--- src/bas_map.svh ---
// bas_map.svh: register offsets, field positions and cycle counts of the bit/string unit
// assumes: included by its bare name from the bas design files
`ifndef BAS_MAP_SVH
`define BAS_MAP_SVH

// register byte offsets
`define BAS_CTRL_OFF 8'h00
`define BAS_OPER_OFF 8'h04
`define BAS_ACC_OFF 8'h08
`define BAS_CNT_OFF 8'h0C
`define BAS_FLAG_OFF 8'h10
`define BAS_PC_OFF 8'h14
`define BAS_STAT_OFF 8'h18
`define BAS_CYC_OFF 8'h1C

// control fields
`define BAS_CTRL_START 0
`define BAS_CTRL_OP_LSB 1
`define BAS_CTRL_OP_MSB 4
`define BAS_CTRL_FORM_LSB 5
`define BAS_CTRL_FORM_MSB 6
`define BAS_CTRL_WORD 7

// operand fields
`define BAS_OPER_ADDR_MSB 15
`define BAS_OPER_BP_LSB 16
`define BAS_OPER_BP_MSB 18
`define BAS_OPER_REL_LSB 24

// reset values
`define BAS_ACC_RST 32'h0000_0000
`define BAS_CNT_RST 16'h0000
`define BAS_PC_RST 16'h0000

// machine-cycle counts
`define BAS_CYC_LD 20'h00005
`define BAS_CYC_LD_IO 20'h00004
`define BAS_CYC_ST 20'h00007
`define BAS_CYC_ST_IO 20'h00006
`define BAS_CYC_SETCLR 20'h00007
`define BAS_CYC_BR_T 20'h00008
`define BAS_CYC_BR_N 20'h00007
`define BAS_CYC_BRIO_T 20'h00007
`define BAS_CYC_BRIO_N 20'h00006
`define BAS_CYC_TSB_T 20'h0000A
`define BAS_CYC_TSB_N 20'h00009
`define BAS_CYC_SWAP 20'h00002
`define BAS_CYC_STR_ZERO 20'h00005
`define BAS_CYC_STR_BASE 20'h00004
`define BAS_CYC_MOVE_EL 20'h00008
`define BAS_CYC_SRCH_EL 20'h00007
`define BAS_CYC_MATCH_END 20'h00005
`define BAS_CYC_FILL_EL 20'h00006
`define BAS_CYC_FILL_BASE 20'h00006

`endif

--- src/bas_pkg.sv ---
// bas_pkg.sv: types of the bit/accumulator/string execution unit
// assumes: compiled before the bas design modules
package bas_pkg;

  typedef enum logic [3:0] {
    BAS_BIT_MOVE_LD = 4'h0,
    BAS_BIT_MOVE_ST = 4'h1,
    BAS_BIT_SET_OP = 4'h2,
    BAS_BIT_CLEAR_OP = 4'h3,
    BAS_BRANCH_ON_BIT_LOW = 4'h4,
    BAS_BRANCH_ON_BIT_HIGH = 4'h5,
    BAS_TEST_AND_SET_BRANCH = 4'h6,
    BAS_WAIT_BIT_HIGH = 4'h7,
    BAS_WAIT_BIT_LOW = 4'h8,
    BAS_ACC_HALF_EXCHANGE = 4'h9,
    BAS_BLOCK_MOVE = 4'hA,
    BAS_BLOCK_MOVE_DOWN = 4'hB,
    BAS_BLOCK_SEARCH = 4'hC,
    BAS_BLOCK_SEARCH_DOWN = 4'hD,
    BAS_BLOCK_FILL = 4'hE,
    BAS_OP_NONE = 4'hF
  } bas_op_t;

  typedef enum logic [1:0] {
    BAS_FORM_DIR = 2'h0,
    BAS_FORM_ABS = 2'h1,
    BAS_FORM_IO = 2'h2,
    BAS_FORM_RSV = 2'h3
  } bas_form_t;

  typedef enum logic [2:0] {
    BAS_ST_IDLE = 3'h0,
    BAS_ST_RD = 3'h1,
    BAS_ST_EXE = 3'h2,
    BAS_ST_WR = 3'h3,
    BAS_ST_EL = 3'h4,
    BAS_ST_PAD = 3'h5
  } bas_state_t;

  typedef struct packed {
    logic req;
    logic we;
    logic io;
    logic word;
    logic [15:0] addr;
    logic [15:0] wdata;
  } bas_mem_req_t;

  typedef struct packed {
    logic n;
    logic z;
    logic v;
    logic c;
  } bas_flags_t;

endpackage : bas_pkg

--- src/bas_tick.sv ---
// bas_tick.sv: machine-cycle enable divider
// assumes: one clock, synchronous active-low reset
`timescale 1ns/1ps
`default_nettype none

module bas_tick #(
  parameter int unsigned DIV = 1
) (
  input wire logic ref_clk,
  input wire logic rst_n,
  output logic tick
);

  logic [15:0] cnt_q;

  assign tick = (cnt_q == 16'(DIV - 1));

  always_ff @(posedge ref_clk) begin
    if (!rst_n || tick) begin
      cnt_q <= 16'h0000;
    end else begin
      cnt_q <= cnt_q + 16'h0001;
    end
  end

endmodule : bas_tick

`default_nettype wire

--- src/bas_exec.sv ---
// bas_exec.sv: bit manipulation, accumulator half exchange and block string execution unit
// assumes: AHB-Lite single-word access from software; a memory/I/O port with req/ack handshake
//
// Local design decisions: the placing of the registers and the AHB-Lite register port.
`timescale 1ns/1ps
`default_nettype none
`include "bas_map.svh"

module bas_exec #(
  parameter int unsigned MCLK_DIV = 1
) (
  input wire logic ref_clk,
  input wire logic rst_n,
  input wire logic hsel,
  input wire logic [31:0] haddr,
  input wire logic [1:0] htrans,
  input wire logic hwrite,
  input wire logic [2:0] hsize,
  input wire logic [31:0] hwdata,
  input wire logic hready,
  output logic hreadyout,
  output logic hresp,
  output logic [31:0] hrdata,
  output bas_pkg::bas_mem_req_t mem_req,
  input wire logic mem_ack,
  input wire logic [15:0] mem_rdata,
  output logic busy
);

  // ---------------------------------------------------------------
  // state
  // ---------------------------------------------------------------
  logic tick;
  bas_pkg::bas_state_t st_q;
  bas_pkg::bas_op_t op_q;
  bas_pkg::bas_form_t form_q;
  bas_pkg::bas_flags_t flags_q;
  logic word_q;
  logic [31:0] oper_q;
  logic [31:0] acc_q;
  logic [15:0] cnt_q;
  logic [15:0] pc_q;
  logic [15:0] data_q;
  logic [15:0] m_q;
  logic [15:0] n_q;
  logic [19:0] cyc_q;
  logic [19:0] last_cyc_q;
  logic branch_q;
  logic match_q;
  logic ack_q;
  logic wr_pend_q;
  logic [7:0] wr_addr_q;
  logic [31:0] rdata_q;

  bas_tick #(.DIV(MCLK_DIV)) u_tick (
    .ref_clk(ref_clk),
    .rst_n(rst_n),
    .tick(tick)
  );

  // ---------------------------------------------------------------
  // bus slave
  // ---------------------------------------------------------------
  logic addr_ph;
  logic start;
  logic sw_wr_acc;
  logic sw_wr_cnt;
  logic sw_wr_flag;
  logic sw_wr_pc;

  assign hreadyout = 1'b1;
  assign hresp = 1'b0;
  assign hrdata = rdata_q;
  assign addr_ph = hsel && htrans[1] && hready;
  assign start = wr_pend_q && (wr_addr_q == `BAS_CTRL_OFF) && hwdata[`BAS_CTRL_START]
                 && (st_q == bas_pkg::BAS_ST_IDLE);
  assign sw_wr_acc = wr_pend_q && (wr_addr_q == `BAS_ACC_OFF);
  assign sw_wr_cnt = wr_pend_q && (wr_addr_q == `BAS_CNT_OFF);
  assign sw_wr_flag = wr_pend_q && (wr_addr_q == `BAS_FLAG_OFF);
  assign sw_wr_pc = wr_pend_q && (wr_addr_q == `BAS_PC_OFF);
  assign busy = (st_q != bas_pkg::BAS_ST_IDLE);

  always_ff @(posedge ref_clk) begin
    if (!rst_n) begin
      wr_pend_q <= 1'b0;
      wr_addr_q <= 8'h00;
    end else begin
      wr_pend_q <= addr_ph && hwrite;
      wr_addr_q <= {haddr[7:2], 2'b00};
    end
  end

  always_ff @(posedge ref_clk) begin
    if (!rst_n) begin
      rdata_q <= 32'h0000_0000;
    end else if (addr_ph && !hwrite) begin
      case ({haddr[7:2], 2'b00})
        `BAS_CTRL_OFF: rdata_q <= {24'h00_0000, word_q, form_q, op_q, busy};
        `BAS_OPER_OFF: rdata_q <= oper_q;
        `BAS_ACC_OFF: rdata_q <= acc_q;
        `BAS_CNT_OFF: rdata_q <= {16'h0000, cnt_q};
        `BAS_FLAG_OFF: rdata_q <= {28'h000_0000, flags_q};
        `BAS_PC_OFF: rdata_q <= {16'h0000, pc_q};
        `BAS_STAT_OFF: rdata_q <= {29'h0000_0000, match_q, branch_q, busy};
        `BAS_CYC_OFF: rdata_q <= {12'h000, last_cyc_q};
        default: rdata_q <= 32'h0000_0000;
      endcase
    end
  end

  always_ff @(posedge ref_clk) begin
    if (!rst_n) begin
      oper_q <= 32'h0000_0000;
      op_q <= bas_pkg::BAS_OP_NONE;
      form_q <= bas_pkg::BAS_FORM_DIR;
      word_q <= 1'b0;
    end else if (wr_pend_q && !busy) begin
      if (wr_addr_q == `BAS_OPER_OFF) begin
        oper_q <= hwdata;
      end
      if (wr_addr_q == `BAS_CTRL_OFF) begin
        op_q <= bas_pkg::bas_op_t'(hwdata[`BAS_CTRL_OP_MSB:`BAS_CTRL_OP_LSB]);
        form_q <= bas_pkg::bas_form_t'(hwdata[`BAS_CTRL_FORM_MSB:`BAS_CTRL_FORM_LSB]);
        word_q <= hwdata[`BAS_CTRL_WORD];
      end
    end
  end

  // ---------------------------------------------------------------
  // operand decode
  // ---------------------------------------------------------------
  bas_pkg::bas_op_t op_go;
  logic is_io;
  logic [2:0] bp;
  logic bit_val;
  logic [7:0] bit_mask;
  logic is_str;
  logic is_down;
  logic is_srch;
  logic [15:0] step;
  logic [15:0] al;
  logic [15:0] ah;
  logic [15:0] elem_a;
  logic [15:0] elem_b;
  logic [16:0] diff;
  logic [3:0] msb;
  logic hit;

  assign op_go = start ? bas_pkg::bas_op_t'(hwdata[`BAS_CTRL_OP_MSB:`BAS_CTRL_OP_LSB]) : op_q;
  assign is_io = (form_q == bas_pkg::BAS_FORM_IO);
  assign bp = oper_q[`BAS_OPER_BP_MSB:`BAS_OPER_BP_LSB];
  assign bit_mask = 8'h01 << bp;
  assign bit_val = |(data_q[7:0] & bit_mask);
  assign is_str = (op_q >= bas_pkg::BAS_BLOCK_MOVE) && (op_q <= bas_pkg::BAS_BLOCK_FILL);
  assign is_down = (op_q == bas_pkg::BAS_BLOCK_MOVE_DOWN)
                   || (op_q == bas_pkg::BAS_BLOCK_SEARCH_DOWN);
  assign is_srch = (op_q == bas_pkg::BAS_BLOCK_SEARCH) || (op_q == bas_pkg::BAS_BLOCK_SEARCH_DOWN);
  assign step = word_q ? 16'h0002 : 16'h0001;
  assign al = acc_q[15:0];
  assign ah = acc_q[31:16];
  // compare element minus lower half, at element width
  assign elem_a = word_q ? data_q : {8'h00, data_q[7:0]};
  assign elem_b = word_q ? al : {8'h00, al[7:0]};
  assign diff = {1'b0, elem_a} - {1'b0, elem_b};
  assign msb = word_q ? 4'hF : 4'h7;
  assign hit = word_q ? (diff[15:0] == 16'h0000) : (diff[7:0] == 8'h00);

  // ---------------------------------------------------------------
  // memory request
  // ---------------------------------------------------------------
  logic waiting;

  always_comb begin
    mem_req = '0;
    mem_req.req = (st_q == bas_pkg::BAS_ST_RD) || (st_q == bas_pkg::BAS_ST_WR);
    mem_req.we = (st_q == bas_pkg::BAS_ST_WR);
    mem_req.io = is_io && !is_str;
    mem_req.word = is_str && word_q;
    if (!is_str) begin
      mem_req.addr = is_io ? {8'h00, oper_q[7:0]} : oper_q[`BAS_OPER_ADDR_MSB:0];
      mem_req.wdata = data_q;
    end else if (op_q == bas_pkg::BAS_BLOCK_FILL) begin
      mem_req.addr = ah;
      mem_req.wdata = al;
    end else begin
      // move reads the source at the lower half, everything else uses the upper half
      mem_req.addr = (!is_srch && st_q == bas_pkg::BAS_ST_RD) ? al : ah;
      mem_req.wdata = data_q;
    end
  end

  assign waiting = mem_req.req && !(ack_q || mem_ack);

  always_ff @(posedge ref_clk) begin
    if (!rst_n) begin
      ack_q <= 1'b0;
    end else if (mem_req.req && mem_ack && !tick) begin
      ack_q <= 1'b1;
    end else if (tick) begin
      ack_q <= 1'b0;
    end
  end

  // ---------------------------------------------------------------
  // cycle target
  // ---------------------------------------------------------------
  logic [19:0] target;
  logic [19:0] m20;
  logic [19:0] n20;

  assign m20 = {4'h0, m_q};
  assign n20 = {4'h0, n_q};

  always_comb begin
    target = 20'h00001;
    case (op_q)
      bas_pkg::BAS_BIT_MOVE_LD: target = is_io ? `BAS_CYC_LD_IO : `BAS_CYC_LD;
      bas_pkg::BAS_BIT_MOVE_ST: target = is_io ? `BAS_CYC_ST_IO : `BAS_CYC_ST;
      bas_pkg::BAS_BIT_SET_OP, bas_pkg::BAS_BIT_CLEAR_OP: target = `BAS_CYC_SETCLR;
      bas_pkg::BAS_BRANCH_ON_BIT_LOW, bas_pkg::BAS_BRANCH_ON_BIT_HIGH: begin
        if (is_io) begin
          target = branch_q ? `BAS_CYC_BRIO_T : `BAS_CYC_BRIO_N;
        end else begin
          target = branch_q ? `BAS_CYC_BR_T : `BAS_CYC_BR_N;
        end
      end
      bas_pkg::BAS_TEST_AND_SET_BRANCH: target = branch_q ? `BAS_CYC_TSB_T : `BAS_CYC_TSB_N;
      bas_pkg::BAS_ACC_HALF_EXCHANGE: target = `BAS_CYC_SWAP;
      bas_pkg::BAS_BLOCK_MOVE, bas_pkg::BAS_BLOCK_MOVE_DOWN: begin
        target = (m_q == 16'h0000) ? `BAS_CYC_STR_ZERO
                 : 20'(`BAS_CYC_STR_BASE + `BAS_CYC_MOVE_EL * m20);
      end
      bas_pkg::BAS_BLOCK_SEARCH, bas_pkg::BAS_BLOCK_SEARCH_DOWN: begin
        if (m_q == 16'h0000) begin
          target = `BAS_CYC_STR_ZERO;
        end else if (match_q) begin
          target = 20'(`BAS_CYC_SRCH_EL * n20 + `BAS_CYC_MATCH_END);
        end else begin
          target = 20'(`BAS_CYC_STR_BASE + `BAS_CYC_SRCH_EL * m20);
        end
      end
      bas_pkg::BAS_BLOCK_FILL: target = 20'(`BAS_CYC_FILL_EL * m20 + `BAS_CYC_FILL_BASE);
      default: target = 20'h00001;
    endcase
  end

  always_ff @(posedge ref_clk) begin
    if (!rst_n) begin
      cyc_q <= 20'h00000;
      last_cyc_q <= 20'h00000;
    end else if (start) begin
      cyc_q <= 20'h00000;
    end else if (busy && tick && !waiting) begin
      cyc_q <= cyc_q + 20'h00001;
      if (st_q == bas_pkg::BAS_ST_PAD) begin
        last_cyc_q <= cyc_q + 20'h00001;
      end
    end
  end

  // ---------------------------------------------------------------
  // sequencer
  // ---------------------------------------------------------------
  logic adv;
  logic cnt_last;

  assign adv = tick && !waiting;
  assign cnt_last = (cnt_q == 16'h0001);

  always_ff @(posedge ref_clk) begin
    if (!rst_n) begin
      st_q <= bas_pkg::BAS_ST_IDLE;
      data_q <= 16'h0000;
      m_q <= 16'h0000;
      n_q <= 16'h0000;
      branch_q <= 1'b0;
      match_q <= 1'b0;
    end else if (start) begin
      m_q <= cnt_q;
      n_q <= 16'h0000;
      branch_q <= 1'b0;
      match_q <= 1'b0;
      if (op_go == bas_pkg::BAS_ACC_HALF_EXCHANGE) begin
        st_q <= bas_pkg::BAS_ST_EXE;
      end else if (op_go == bas_pkg::BAS_OP_NONE) begin
        st_q <= bas_pkg::BAS_ST_PAD;
      end else if (op_go >= bas_pkg::BAS_BLOCK_MOVE) begin
        if (cnt_q == 16'h0000) begin
          st_q <= bas_pkg::BAS_ST_PAD;
        end else if (op_go == bas_pkg::BAS_BLOCK_FILL) begin
          st_q <= bas_pkg::BAS_ST_WR;
        end else begin
          st_q <= bas_pkg::BAS_ST_RD;
        end
      end else begin
        st_q <= bas_pkg::BAS_ST_RD;
      end
    end else if (adv) begin
      case (st_q)
        bas_pkg::BAS_ST_RD: begin
          data_q <= mem_rdata;
          if (is_srch) begin
            st_q <= bas_pkg::BAS_ST_EL;
          end else if (is_str) begin
            st_q <= bas_pkg::BAS_ST_WR;
          end else begin
            st_q <= bas_pkg::BAS_ST_EXE;
          end
        end
        bas_pkg::BAS_ST_EXE: begin
          st_q <= bas_pkg::BAS_ST_PAD;
          case (op_q)
            bas_pkg::BAS_BIT_MOVE_ST: begin
              data_q <= {8'h00, acc_q[0] ? (data_q[7:0] | bit_mask)
                                        : (data_q[7:0] & ~bit_mask)};
              st_q <= bas_pkg::BAS_ST_WR;
            end
            bas_pkg::BAS_BIT_SET_OP: begin
              data_q <= {8'h00, data_q[7:0] | bit_mask};
              st_q <= bas_pkg::BAS_ST_WR;
            end
            bas_pkg::BAS_BIT_CLEAR_OP: begin
              data_q <= {8'h00, data_q[7:0] & ~bit_mask};
              st_q <= bas_pkg::BAS_ST_WR;
            end
            bas_pkg::BAS_BRANCH_ON_BIT_LOW: branch_q <= !bit_val;
            bas_pkg::BAS_BRANCH_ON_BIT_HIGH: branch_q <= bit_val;
            bas_pkg::BAS_TEST_AND_SET_BRANCH: begin
              branch_q <= bit_val;
              data_q <= {8'h00, data_q[7:0] | bit_mask};
              st_q <= bas_pkg::BAS_ST_WR;
            end
            bas_pkg::BAS_WAIT_BIT_HIGH: begin
              if (!bit_val) begin
                st_q <= bas_pkg::BAS_ST_RD;
              end
            end
            bas_pkg::BAS_WAIT_BIT_LOW: begin
              if (bit_val) begin
                st_q <= bas_pkg::BAS_ST_RD;
              end
            end
            default: st_q <= bas_pkg::BAS_ST_PAD;
          endcase
        end
        bas_pkg::BAS_ST_WR: begin
          st_q <= is_str ? bas_pkg::BAS_ST_EL : bas_pkg::BAS_ST_PAD;
        end
        bas_pkg::BAS_ST_EL: begin
          n_q <= n_q + 16'h0001;
          if (is_srch && hit) begin
            match_q <= 1'b1;
            st_q <= bas_pkg::BAS_ST_PAD;
          end else if (cnt_last) begin
            st_q <= bas_pkg::BAS_ST_PAD;
          end else if (op_q == bas_pkg::BAS_BLOCK_FILL) begin
            st_q <= bas_pkg::BAS_ST_WR;
          end else begin
            st_q <= bas_pkg::BAS_ST_RD;
          end
        end
        bas_pkg::BAS_ST_PAD: begin
          if (cyc_q + 20'h00001 >= target) begin
            st_q <= bas_pkg::BAS_ST_IDLE;
          end
        end
        default: st_q <= bas_pkg::BAS_ST_IDLE;
      endcase
    end
  end

  // ---------------------------------------------------------------
  // architectural registers
  // ---------------------------------------------------------------
  logic in_exe;
  logic in_el;

  assign in_exe = adv && (st_q == bas_pkg::BAS_ST_EXE);
  assign in_el = adv && (st_q == bas_pkg::BAS_ST_EL);

  always_ff @(posedge ref_clk) begin
    if (!rst_n) begin
      acc_q <= `BAS_ACC_RST;
    end else if (in_exe && op_q == bas_pkg::BAS_BIT_MOVE_LD) begin
      acc_q <= {acc_q[15:0], 15'h0000, bit_val};
    end else if (in_exe && op_q == bas_pkg::BAS_ACC_HALF_EXCHANGE) begin
      acc_q <= {acc_q[15:0], acc_q[31:16]};
    end else if (in_el && !(is_srch && hit)) begin
      if (is_down) begin
        acc_q <= {ah - step, is_srch ? al : al - step};
      end else begin
        acc_q <= {ah + step, (is_srch || op_q == bas_pkg::BAS_BLOCK_FILL) ? al
                             : al + step};
      end
    end else if (sw_wr_acc && !busy) begin
      acc_q <= hwdata;
    end
  end

  always_ff @(posedge ref_clk) begin
    if (!rst_n) begin
      cnt_q <= `BAS_CNT_RST;
    end else if (in_el && !(is_srch && hit)) begin
      cnt_q <= cnt_q - 16'h0001;
    end else if (sw_wr_cnt && !busy) begin
      cnt_q <= hwdata[15:0];
    end
  end

  always_ff @(posedge ref_clk) begin
    if (!rst_n) begin
      pc_q <= `BAS_PC_RST;
    end else if (busy && st_q == bas_pkg::BAS_ST_PAD && branch_q && adv
                 && cyc_q + 20'h00001 >= target) begin
      pc_q <= pc_q + {{8{oper_q[31]}}, oper_q[31:`BAS_OPER_REL_LSB]};
    end else if (sw_wr_pc && !busy) begin
      pc_q <= hwdata[15:0];
    end
  end

  always_ff @(posedge ref_clk) begin
    if (!rst_n) begin
      flags_q <= '0;
    end else if (start && op_go == bas_pkg::BAS_BLOCK_FILL) begin
      flags_q.n <= hwdata[`BAS_CTRL_WORD] ? al[15] : al[7];
      flags_q.z <= hwdata[`BAS_CTRL_WORD] ? (al == 16'h0000) : (al[7:0] == 8'h00);
    end else if (in_exe) begin
      case (op_q)
        bas_pkg::BAS_BIT_MOVE_LD: begin
          flags_q.n <= 1'b0;
          flags_q.z <= !bit_val;
        end
        bas_pkg::BAS_BIT_MOVE_ST: begin
          flags_q.n <= 1'b0;
          flags_q.z <= !acc_q[0];
        end
        bas_pkg::BAS_BRANCH_ON_BIT_LOW, bas_pkg::BAS_BRANCH_ON_BIT_HIGH,
        bas_pkg::BAS_TEST_AND_SET_BRANCH: flags_q.z <= !bit_val;
        default: flags_q <= flags_q;
      endcase
    end else if (in_el && is_srch) begin
      flags_q.n <= diff[msb];
      flags_q.z <= hit;
      flags_q.v <= (elem_a[msb] ^ elem_b[msb]) & (elem_a[msb] ^ diff[msb]);
      flags_q.c <= word_q ? diff[16] : diff[8];
    end else if (sw_wr_flag && !busy) begin
      flags_q <= bas_pkg::bas_flags_t'(hwdata[3:0]);
    end
  end

endmodule : bas_exec

`default_nettype wire

--- config.mk ---
export PLATFORM = sky130hd
export DESIGN_NAME = bas_exec
export DESIGN_NICKNAME = d
export VERILOG_FILES = /design/src/bas_pkg.sv /design/src/bas_tick.sv /design/src/bas_exec.sv
export VERILOG_INCLUDE_DIRS = /design/src
export SDC_FILE = /design/constraint.sdc
export NUM_CORES = 1
export LEC_CHECK = 0
export BUFFER_PORTS_ARGS = -buffer_cell sky130_fd_sc_hd__clkbuf_2
export CORE_MARGIN = 2
export CORE_UTILIZATION = 35
export DETAILED_ROUTE_END_ITERATION = 10
export PLACE_DENSITY_LB_ADDON = 0.12
export RECOVER_POWER = 50
export SLEW_MARGIN = 10
export SYNTH_ARGS = -nofsm -noshare
export SYNTH_HDL_FRONTEND = slang
export SYNTH_SLANG_ARGS = --single-unit
--- constraint.sdc ---
create_clock -name ref_clk -period 6.8 [get_ports ref_clk]
set_clock_uncertainty 0.2 [all_clocks]
set_input_delay 1.02 -clock ref_clk [delete_from_list [all_inputs] [get_ports ref_clk]]
set_output_delay 1.02 -clock ref_clk [all_outputs]
set_load 0.05 [all_outputs]
-- Yosys cells after proc, flatten, opt, wreduce, memory -nomap -nowiden
Cells that the tools add are included.
- flip-flop bits (word level): 258
- bits of input ports: 91
- output and inout port bits: 71
- logic and storage cells: 279
- add/subtract/negate cells: 14
- $mul: 3
- order comparisons: 6
- eq/ne operators: 44
- shift operators: 1
- multiplexer cells: 71
- bitwise operators: 11
- reductions and logical operators: 102
- operators with widths (cell ; number):
    $pmux W32 S8 ; 1
    $mux W32 ; 7
    $pmux W20 S9 ; 1
    $mux W16 ; 10
    $logic_not A16 Y1 ; 5
    $mux W20 ; 3
    $pmux W16 S3 ; 1
    $add A19 B3 Y20 const B ; 2
    $add A3 B19 Y20 const A ; 2
    $eq A4 B4 Y1 const B ; 10
    $logic_and A1 B1 Y1 ; 38
    $mul A3 B16 Y19 const A ; 2
    $mux W3 ; 12
    $add A16 B1 Y16 const B ; 2
    $add A16 B2 Y16 ; 2
    $pmux W16 S2 ; 1
    $sub A16 B2 Y16 ; 2
    $mux W4 ; 7
    $eq A6 B3 Y1 const B ; 4
    $logic_not A8 Y1 ; 3
    $add A20 B1 Y20 const B ; 1
    $ge A20 B20 Y1 ; 1
    $mul A2 B16 Y18 const A ; 1
    $reduce_and A3 Y1 ; 6
    other kinds (51) ; 128

-- Logic depth before layout (Yosys ltp)
Gate-level depths: netlist of the first run.
- word-level depth: 12
- gate-level depth with buffers: 28
- depth with buffers taken out: 27

-- By module
From an unflattened synthesis of the first run, not the netlist that was laid out.
- cells, all modules: 2729
- area, all modules: 20958.9 sq um
- by module, submodules not included (module ; times used ; cells each ; area an instance (sq um) ; sequential area each (sq um)):
    bas_exec ; 1 ; 2646 ; 20144.3 ; 4804.6
    bas_tick ; 1 ; 83 ; 814.5 ; 320.3

-- Least setup slack after synthesis of the first run
Ideal clock, no wire load.
- path kind: register to register
- from: register n_q[4]
- to: register pc_q[8]
- setup time: 128 ps
- arrival time: 5193 ps
- required time: 6472 ps
- setup slack: 1280 ps
- cell stages (with the launch flop): 27
- path buffers: 1
- period minus slack after synthesis: 5520 ps
- path through: dfxtp_1 > inv_1 > fa_1 > inv_1 > ha_1 > ha_1 > a21o_1 > a2111oi_0 > a21oi_1 > a21o_1 > a21o_1 > a21o_1 > xor2_1 > mux2i_1 > nor2_1 > a221oi_1 > ha_1 > a21o_1 > a21o_1 > a21oi_1 > o21ai_0 > a21o_1 > nand3_1 > clkbuf_1 > nor2_1 > a221oi_1 > nor2_1
- word-level cells in the longest chain between the ends: 8
- elaborated cells between the ends (all ways): 9
- those cells by class: 1 x add/sub; 1 x mul; 1 x order compare; 4 x mux; 2 x reduce/logical
- RTL lines (what ; RTL line ; source):
    start: declaration ; bas_exec.sv:45 ; logic [15:0] n_q;
    start signal: assignment ; bas_exec.sv:350 ; n_q <= n_q + 16'h0001;
    $mul A3 B16 Y19 (no source line) * ; - ;
    $add A19 B3 Y20 (no source line) * ; - ;
    $mux W20 * ; bas_exec.sv:236 ; end else if (match_q) begin
    $mux W20 * ; bas_exec.sv:234 ; if (m_q == 16'h0000) begin
    $pmux W20 S9 * ; bas_exec.sv:216 ; case (op_q)
    $ge A20 B20 Y1 * ; bas_exec.sv:414 ; && cyc_q + 20'h00001 >= target) begin
    $logic_and A1 B1 Y1 * ; bas_exec.sv:414 ;
    $mux W16 / $reduce_bool A2 Y1 (equally long branches) ; - ;
    end signal: assignment ; bas_exec.sv:412 ; pc_q <= `BAS_PC_RST;
    end signal: assignment ; bas_exec.sv:415 ; pc_q <= pc_q + {{8{oper_q[31]}}, oper_q[31:`BAS_OPER_REL_LSB]};
    end signal: assignment ; bas_exec.sv:417 ; pc_q <= hwdata[15:0];
    end: declaration ; bas_exec.sv:42 ; logic [15:0] pc_q;
Every way passes the cells marked *; elsewhere a longest branch is shown, timed or not.
A chain may end at the register's enable or synchronous reset.

-- Worst setup path in the final report of the first run
- from: register m_q[1]
- to: register st_q[1]
- word-level cells in the longest chain between the ends: 8
- elaborated cells between the ends (all ways): 13
- those cells by class: 3 x add/sub; 2 x mul; 1 x order compare; 1 x eq/ne; 4 x mux; 2 x reduce/logical
- RTL lines (what ; RTL line ; source):
    start: declaration ; bas_exec.sv:44 ; logic [15:0] m_q;
    start signal: assignment ; bas_exec.sv:279 ; m_q <= cnt_q;
    $mul A3 B16 Y19 (no source line) ; - ;
    $add A3 B19 Y20 (no source line) ; - ;
    $mux W20 ; bas_exec.sv:236 ;
    $mux W20 ; bas_exec.sv:234 ;
    $pmux W20 S9 * ; bas_exec.sv:216 ;
    $ge A20 B20 Y1 * ; bas_exec.sv:363 ; if (cyc_q + 20'h00001 >= target) begin
    $ne A3 B2 Y1 (no source line) * ; - ;
    $reduce_and A2 Y1 (no source line) * ; - ;
    end signal: assignment ; bas_exec.sv:357 ; st_q <= bas_pkg::BAS_ST_WR;
    end signal: assignment ; bas_exec.sv:359 ; st_q <= bas_pkg::BAS_ST_RD;
    end signal: assignment ; bas_exec.sv:364 ; st_q <= bas_pkg::BAS_ST_IDLE;
    end: declaration ; bas_exec.sv:34 ; bas_pkg::bas_state_t st_q;
Marks and branches as above.

==> results of run 1 <==
[worst reg2reg max path, cell delays in order (launching register included)]
cell and delay (ps):
dfxtp_1 390, inv_1 160, fa_1 550, inv_1 40, ha_1 260, ha_1 190, inv_1 60, fa_1 370
nor2b_1 210, o31a_1 200, o211ai_1 120, a21oi_1 160, o21ai_0 140, a211oi_1 370, a31o_2 240, xnor2_1 130
o21ai_0 120, a211oi_2 240, ha_1 300, a21o_1 180, a21o_1 170, a21oi_1 170, o21ai_0 120, a21o_1 300
o21ai_0 260, nand2_1 140, o311ai_0 150, nor4b_1 290
[final timing paths]
kind | end | slack [ps] | startpoint | cells past startpoint
max | st_q[1]$_SDFFE_PN0P_ | 480 | m_q[1]$_SDFFE_PN0P_ | 27
min | oper_q[21]$_SDFFE_PN0P_ | 260 | oper_q[21]$_SDFFE_PN0P_ | 2
max reg2reg | st_q[1]$_SDFFE_PN0P_ | 480 | m_q[1]$_SDFFE_PN0P_ | 27
min reg2reg | oper_q[21]$_SDFFE_PN0P_ | 260 | oper_q[21]$_SDFFE_PN0P_ | 2
[cells in the final DEF (no fill, tap or decap), drive strengths merged, types with 33 or more instances in the layout]
cell | netlist | layout
a21oi | 269 | 269
buf | 29 | 38
o21ai | 126 | 126
dfxtp | 256 | 256
nor2 | 291 | 291
a31oi | 40 | 40
ha | 196 | 196
fa | 33 | 33
a21o | 36 | 36
inv | 146 | 148
nand2 | 347 | 347
nand3 | 91 | 91
xor2 | 62 | 62
clkbuf | 112 | 185
mux2i | 45 | 45
nor3 | 76 | 76
a22oi | 44 | 44
a211oi | 45 | 45
xnor2 | 98 | 98
[metal layers]
layer  global-route usage (%)  vias to the layer above  routed length [um]
met1                     31.5                     9887               33400
met3                     3.21                      170                4140
met4                     12.2                        0                3960
li1                         -                     9951                   -
met5                        0                        -                   0
met2                     40.7                      646               35200
[logic make-up (layout without fill, tap and decap cells)]
| group | count (synthesis) | after routing |
|---|---|---|
| flip-flops | 256 | 256 |
| XOR/XNOR | 160 | 160 |
| multiplexers | 49 | 49 |
| AO/OA/AOI/OAI | 748 | 748 |
| buffers and inverters | 289 | 381 |
| AND/OR/NAND/NOR | 1020 | 1020 |
| adder cells (fa/ha/maj) | 229 | 229 |
| other | 2 | 3 |
[cell usage after synthesis, types with 12 or more instances]
| master | instances |
|---|---|
| o211ai_1 | 14 |
| buf_1 | 12 |
| nor3_1 | 73 |
| xor2_1 | 62 |
| a21oi_1 | 269 |
| and3_1 | 26 |
| or3_1 | 32 |
| xnor2_1 | 98 |
| nor2b_1 | 20 |
| nor2_1 | 290 |
| a22oi_1 | 44 |
| clkbuf_1 | 112 |
| a31oi_1 | 40 |
| a221oi_1 | 22 |
| nand2_1 | 347 |
| nand3_1 | 91 |
| fa_1 | 33 |
| o22ai_1 | 17 |
| o21a_1 | 20 |
| dfxtp_1 | 256 |
| inv_1 | 146 |
| a211oi_1 | 44 |
| a21o_1 | 36 |
| o21ai_0 | 124 |
| ha_1 | 196 |
| and2_1 | 22 |
| nand4_1 | 19 |
| nand2b_1 | 23 |
| mux2i_1 | 45 |
| nor4_1 | 15 |
[what timing repair did]
action	in CTS	in global routing
resized for setup	0	3
setup endpoints to repair	0	11
setup buffers	0	0
[through the flow]
step                hold WS (ps)  power (W)  setup WS [ps]  utilization, %  std cells
finish                       255    0.00372            485            39.6       3619
global route                 278    0.00383           30.3            39.6       3618
CTS                          259    0.00376            305            39.7       3618
detailed placement           251    0.00182            342            37.7       3555
global placement             246    0.00181            354            37.7       3555
floorplan                    229    0.00171           1280               -       2753
[power groups by stage]
stage	clock network (W)	logic [W]	registers [W]
2_1_floorplan	0	0.000148	0.00156
3_3_place_gp	0	0.000252	0.00156
3_5_place_dp	0	0.000254	0.00156
4_1_cts	0.00197	0.000255	0.00153
5_1_grt	0.00203	0.000275	0.00153
6_report	0.00193	0.000257	0.00153
[layout make-up]
type / instances / area [um^2]
repair buffers: 170 / 910
fillers: 6091 / 35600
clock inverters: 10 / 116
well taps: 773 / 967
multi-input cells: 2208 / 14600
diodes: 1 / 2.50
inverters: 148 / 558
clock buffers: 53 / 1070
flip-flops and latches: 256 / 5120
[state kept, by name, indices dropped and copies added, names as in the netlist, 8 cells and up, named ones only]
register,cells
data_q,8
m_q,16
n_q,16
acc_q,32
cnt_q,16
oper_q,32
pc_q,16
last_cyc_q,20
hrdata,32
u_tick.cnt_q,16
cyc_q,20
==> results.json, run 1 <==
{
  "cts_tree": "built",
  "hold_viol": 0,
  "synthAdderAreaFrac_pct": 15.0,
  "fp.dieW_um": 248,
  "via_per_inst": 5.71,
  "fin_area_um2": 23300,
  "fmax_ghz": 0.158,
  "grt_pass1_vias": 19717,
  "io_buffers": 129,
  "num_io_pins": 162,
  "placed_cell_area_um2": 22200,
  "cts_hold_buffers": 0,
  "cts_sinks": 256,
  "synth_top_family_by_area": "compound AO/OA/AOI/OAI gates",
  "grt_pass1_wl_mm": 116,
  "synthXorXnorAreaFrac_pct": 6.73,
  "synth_area_um2": 20800,
  "cp_common_cell": "o21ai_0",
  "synth_simple_gate_area_share_pct": 22.5,
  "cts_max_path_buffers": 3,
  "syn-mean-instance-area_um2": 7.56,
  "drcViolationCount": 0,
  "rows": 89,
  "grt_use_total_pct": 24.6,
  "crit_family": "compound AO/OA/AOI/OAI gates",
  "synth_edf_count": 0,
  "finalSetupViolations": 0,
  "power_density_nw_per_um2": 159,
  "yosys_warnings": 0,
  "p_int_w": 0.00273,
  "layout-drive-gt1-share_pct": 8.40,
  "synth_top_flop_cell": "dfxtp_1",
  "cts_max_level": 2,
  "path_class": "reg -> reg",
  "setup-tns-final_ps": 0,
  "coreArea_um2": 58900,
  "path_buf_inv": 3,
  "ir_drop_uv": 202,
  "ys_async_sr_fraction_pct": 0,
  "grt-ovfl-total": 0,
  "drv_cap": 2,
  "wire_per_inst_um": 21.2,
  "muxShareOfSynthArea_pct": 2.43,
  "finalNetCount": 3140,
  "die_y_um": 248,
  "grt_max_degree": 103,
  "synth_largest_area_cell": "dfxtp_1",
  "ctsRootBufferMaster": "clkbuf_16",
  "clock_latency_ps": 570,
  "drt_pass1_iterations": 5,
  "rsz0062_at_grt": "false",
  "switching_share_pct": 26.6,
  "post-dp-hpwl_mm": 57.9,
  "drv_slew": 65,
  "die_area_um2": 61400,
  "start_util_pct": 35.3,
  "clkTransAtPathRegs_ps": 70,
  "critPathCaptureType": "flip-flop",
  "netlist.area_leader.share_pct": 24.6,
  "max_stage_delay_ps": 550,
  "seqPwrFrac_pct": 41.2,
  "synth_area_leaders": "dfxtp_1, ha_1, a21oi_1",
  "syn_nets": 3073,
  "crit_fanout": 5,
  "start_kind": "flip-flop",
  "ys_ff_latch": 256,
  "cts-buffers-inserted": 36,
  "cp_slowest_cell": "fa_1",
  "ys_types": 93,
  "yosysSeqAreaShare_pct": 24.6,
  "tightest_slew_ps": 2060,
  "outcome": "finished, violations left",
  "period_needed_ps": 6320,
  "slew_headroom_pct": -37.4,
  "antenna_found_initial": 0,
  "violations": "capacitance limit, slew limit",
  "p_sw_w": 0.000989,
  "num_vias": 20654,
  "p_clk_share_pct": 51.9,
  "min_period_over_period_pct": 92.9,
  "synth_compound_area_share_pct": 23.2,
  "critPathArrivalTime_ps": 6590,
  "place.gp.congestion": 0.923,
  "leakagePower_nw": 9.72,
  "drt_iter0_drc": 1626,
  "p_comb_share_pct": 6.9,
  "critical_path_required_ps": 7070,
  "area_growth_pct": 12.2,
  "synthCells": 2753,
  "ant_nets": 0,
  "worstHoldPathType": "reg -> reg",
  "drt_wl_total_mm": 76.7
}
No activity file was read; power rests on OpenSTA's default activity.
==> run 2: changes to the inputs <==
--- a/config.mk
+++ b/config.mk
@@ -14,3 +14,3 @@
 export RECOVER_POWER = 50
-export SLEW_MARGIN = 10
+export SLEW_MARGIN = 20
 export SYNTH_ARGS = -nofsm -noshare
--- a/constraint.sdc
+++ b/constraint.sdc
@@ -4,2 +4,2 @@
 set_output_delay 1.02 -clock ref_clk [all_outputs]
-set_load 0.05 [all_outputs]
+set_load 0.1 [all_outputs]
==> run 2 against run 1 <==
  * The flow still finishes with violations (capacitance limit, slew limit)
  * Register-to-register slack improved by 60 ps
  * Via count shrank 0.34%
  * Core utilization unchanged
  * Die area unchanged
  * Count of clock-buffer cells in the layout fell by 6
  * Clock power is essentially flat
  * Final cell count barely moved
  * Critical path depth is the same
  * Critical path type unchanged
  * Largest cell class unchanged
  * Highest routed layer unchanged
==> results.json, run 2 (synthesis results as in run 1) <==
{
  "outcome": "finished, violations left",
  "violations": "capacitance limit, slew limit",
  "cts-buffers-inserted": 35,
  "final_util_pct": 39.6,
  "fmax_ghz": 0.160,
  "drt_pass1_iterations": 6,
  "grt-ovfl-total": 0,
  "drt_wl_total_mm": 76.9,
  "setup-tns-final_ps": 0,
  "io_buffers": 129,
  "coreArea_um2": 58900,
  "ir_drop_uv": 150,
  "insertedDiodeCount": 0,
  "slew_headroom_pct": -59.5,
  "r2r_start": "m_q[1]$_SDFFE_PN0P_",
  "p_int_w": 0.00274,
  "clkTransAtPathRegs_ps": 60,
  "die_area_um2": 61400,
  "crit_fanout": 5,
  "fp.dieW_um": 248,
  "cts_hold_buffers": 0,
  "finalNetCount": 3143,
  "final_cell_count_no_fill": 3620,
  "die_y_um": 248,
  "cts_max_path_buffers": 3,
  "grt_pass1_vias": 19846,
  "grt_max_degree": 103,
  "min_period_over_period_pct": 92.0,
  "layout-drive-gt1-share_pct": 8.54,
  "grt_pass1_wl_mm": 117,
  "antenna_found_initial": 0,
  "hp-start": "oper_q[22]$_SDFFE_PN0P_",
  "area_growth_pct": 12.2,
  "start_util_pct": 35.3,
  "finalSetupViolations": 0,
  "start_kind": "flip-flop",
  "drv_cap": 3,
  "drt_iter0_drc": 1664,
  "grt_use_total_pct": 24.8,
  "layout_common_cells": "nand2_1, nor2_1, a21oi_1",
  "p_comb_share_pct": 7.4,
  "period_needed_ps": 6260,
  "p_sw_w": 0.000997,
  "leakagePower_nw": 9.73,
  "wire_per_inst_um": 21.2,
  "via_per_inst": 5.69,
  "seqPwrFrac_pct": 40.8,
  "p_clk_share_pct": 51.7,
  "critical_path_required_ps": 7030,
  "ctsRootBufferMaster": "clkbuf_16",
  "rsz0062_at_grt": "false",
  "power_density_nw_per_um2": 160,
  "tightest_slew_ps": 2390,
  "num_io_pins": 162,
  "switching_share_pct": 26.6,
  "cts_sinks": 256,
  "critPathCaptureType": "flip-flop",
  "clock_latency_ps": 560,
  "crit_start": "m_q[1]$_SDFFE_PN0P_",
  "path_class": "reg -> reg",
  "worstHoldPathType": "reg -> reg",
  "critPathArrivalTime_ps": 6490,
  "dp.cells": 3559,
  "nFillCells": 6130,
  "final_common_cell": "nand2_1",
  "cts_max_level": 2,
  "hold_viol": 0,
  "post-dp-hpwl_mm": 58.0,
  "drcViolationCount": 0,
  "rows": 89,
  "drv_slew": 168,
  "num_vias": 20584,
  "cts_tree": "built",
  "place.gp.congestion": 0.918,
  "ant_nets": 0
}
-- run 2: worst paths after layout --
check | cells past startpoint | slack (ps) | to
min reg2reg | 2 | 260 | oper_q[22]$_SDFFE_PN0P_
min | 2 | 260 | oper_q[22]$_SDFFE_PN0P_
max | 27 | 540 | st_q[1]$_SDFFE_PN0P_
max reg2reg | 27 | 540 | st_q[1]$_SDFFE_PN0P_
-- run 2: area by class of cell --
type / count / area (um^2) / share of cell area [%]
Timing Repair Buffer: 174 / 928 / 3.98
Sequential cell: 256 / 5120 / 21.9
Inverter: 148 / 558 / 2.39
Tap cell: 773 / 967 / 4.14
Clock inverter: 14 / 195 / 0.836
Multi-Input combinational cell: 2208 / 14600 / 62.5
Clock buffer: 47 / 971 / 4.16
-- run 2: power groups by stage --
| stage | Combinational (W) | Sequential [W] | Clock [W] |
|---|---|---|---|
| 2_1_floorplan | 0.000156 | 0.00158 | 0 |
| 3_3_place_gp | 0.000274 | 0.00156 | 0 |
| 3_5_place_dp | 0.000276 | 0.00156 | 0 |
| 4_1_cts | 0.000277 | 0.00153 | 0.00197 |
| 5_1_grt | 0.000296 | 0.00153 | 0.00203 |
| 6_report | 0.000279 | 0.00153 | 0.00193 |
-- run 2: what timing repair did --
action	4_1_cts	5_1_grt
endpoints found under the setup margin	0	13
setup buffers	0	0
resized for setup	0	3
-- run 2: worst max-delay path, stage by stage, from the launching register on --
cell and delay [ps]:
dfxtp_1 400, inv_1 160, fa_1 560, inv_1 40, ha_1 260, ha_1 180, inv_1 60, fa_1 380
nor2b_1 200, o31a_1 200, o211ai_1 120, a21oi_1 150, o21ai_0 130, a211oi_1 370, a31o_2 240, xnor2_1 120
o21ai_0 120, a211oi_2 250, ha_1 300, a21o_1 180, a21o_1 160, a21oi_1 180, o21ai_0 120, a21o_1 290
o21ai_0 260, nand2_1 130, o311ai_0 130, nor4b_1 240
-- run 2: routing by layer --
| layer | share of wire (%) | GRT usage, % | vias up | wire length [um] |
|---|---|---|---|---|
| met5 | 0 | 0 | - | 0 |
| met3 | 5.5 | 3.35 | 179 | 4210 |
| met1 | 43 | 31.9 | 9797 | 33200 |
| li1 | - | - | 9943 | - |
| met2 | 46 | 40.6 | 665 | 35400 |
| met4 | 5.3 | 12.7 | 0 | 4090 |
-- run 2: per-stage QoR --
step	hold WS [ps]	worst slack, ps	power [W]	instance area [um^2]
4_1_cts	256	305	0.00377	23400
2_1_floorplan	229	1280	0.00173	20800
6_report	256	542	0.00374	23300
5_1_grt	272	19.9	0.00385	23300
3_5_place_dp	246	340	0.00184	22200
3_3_place_gp	246	347	0.00183	22200
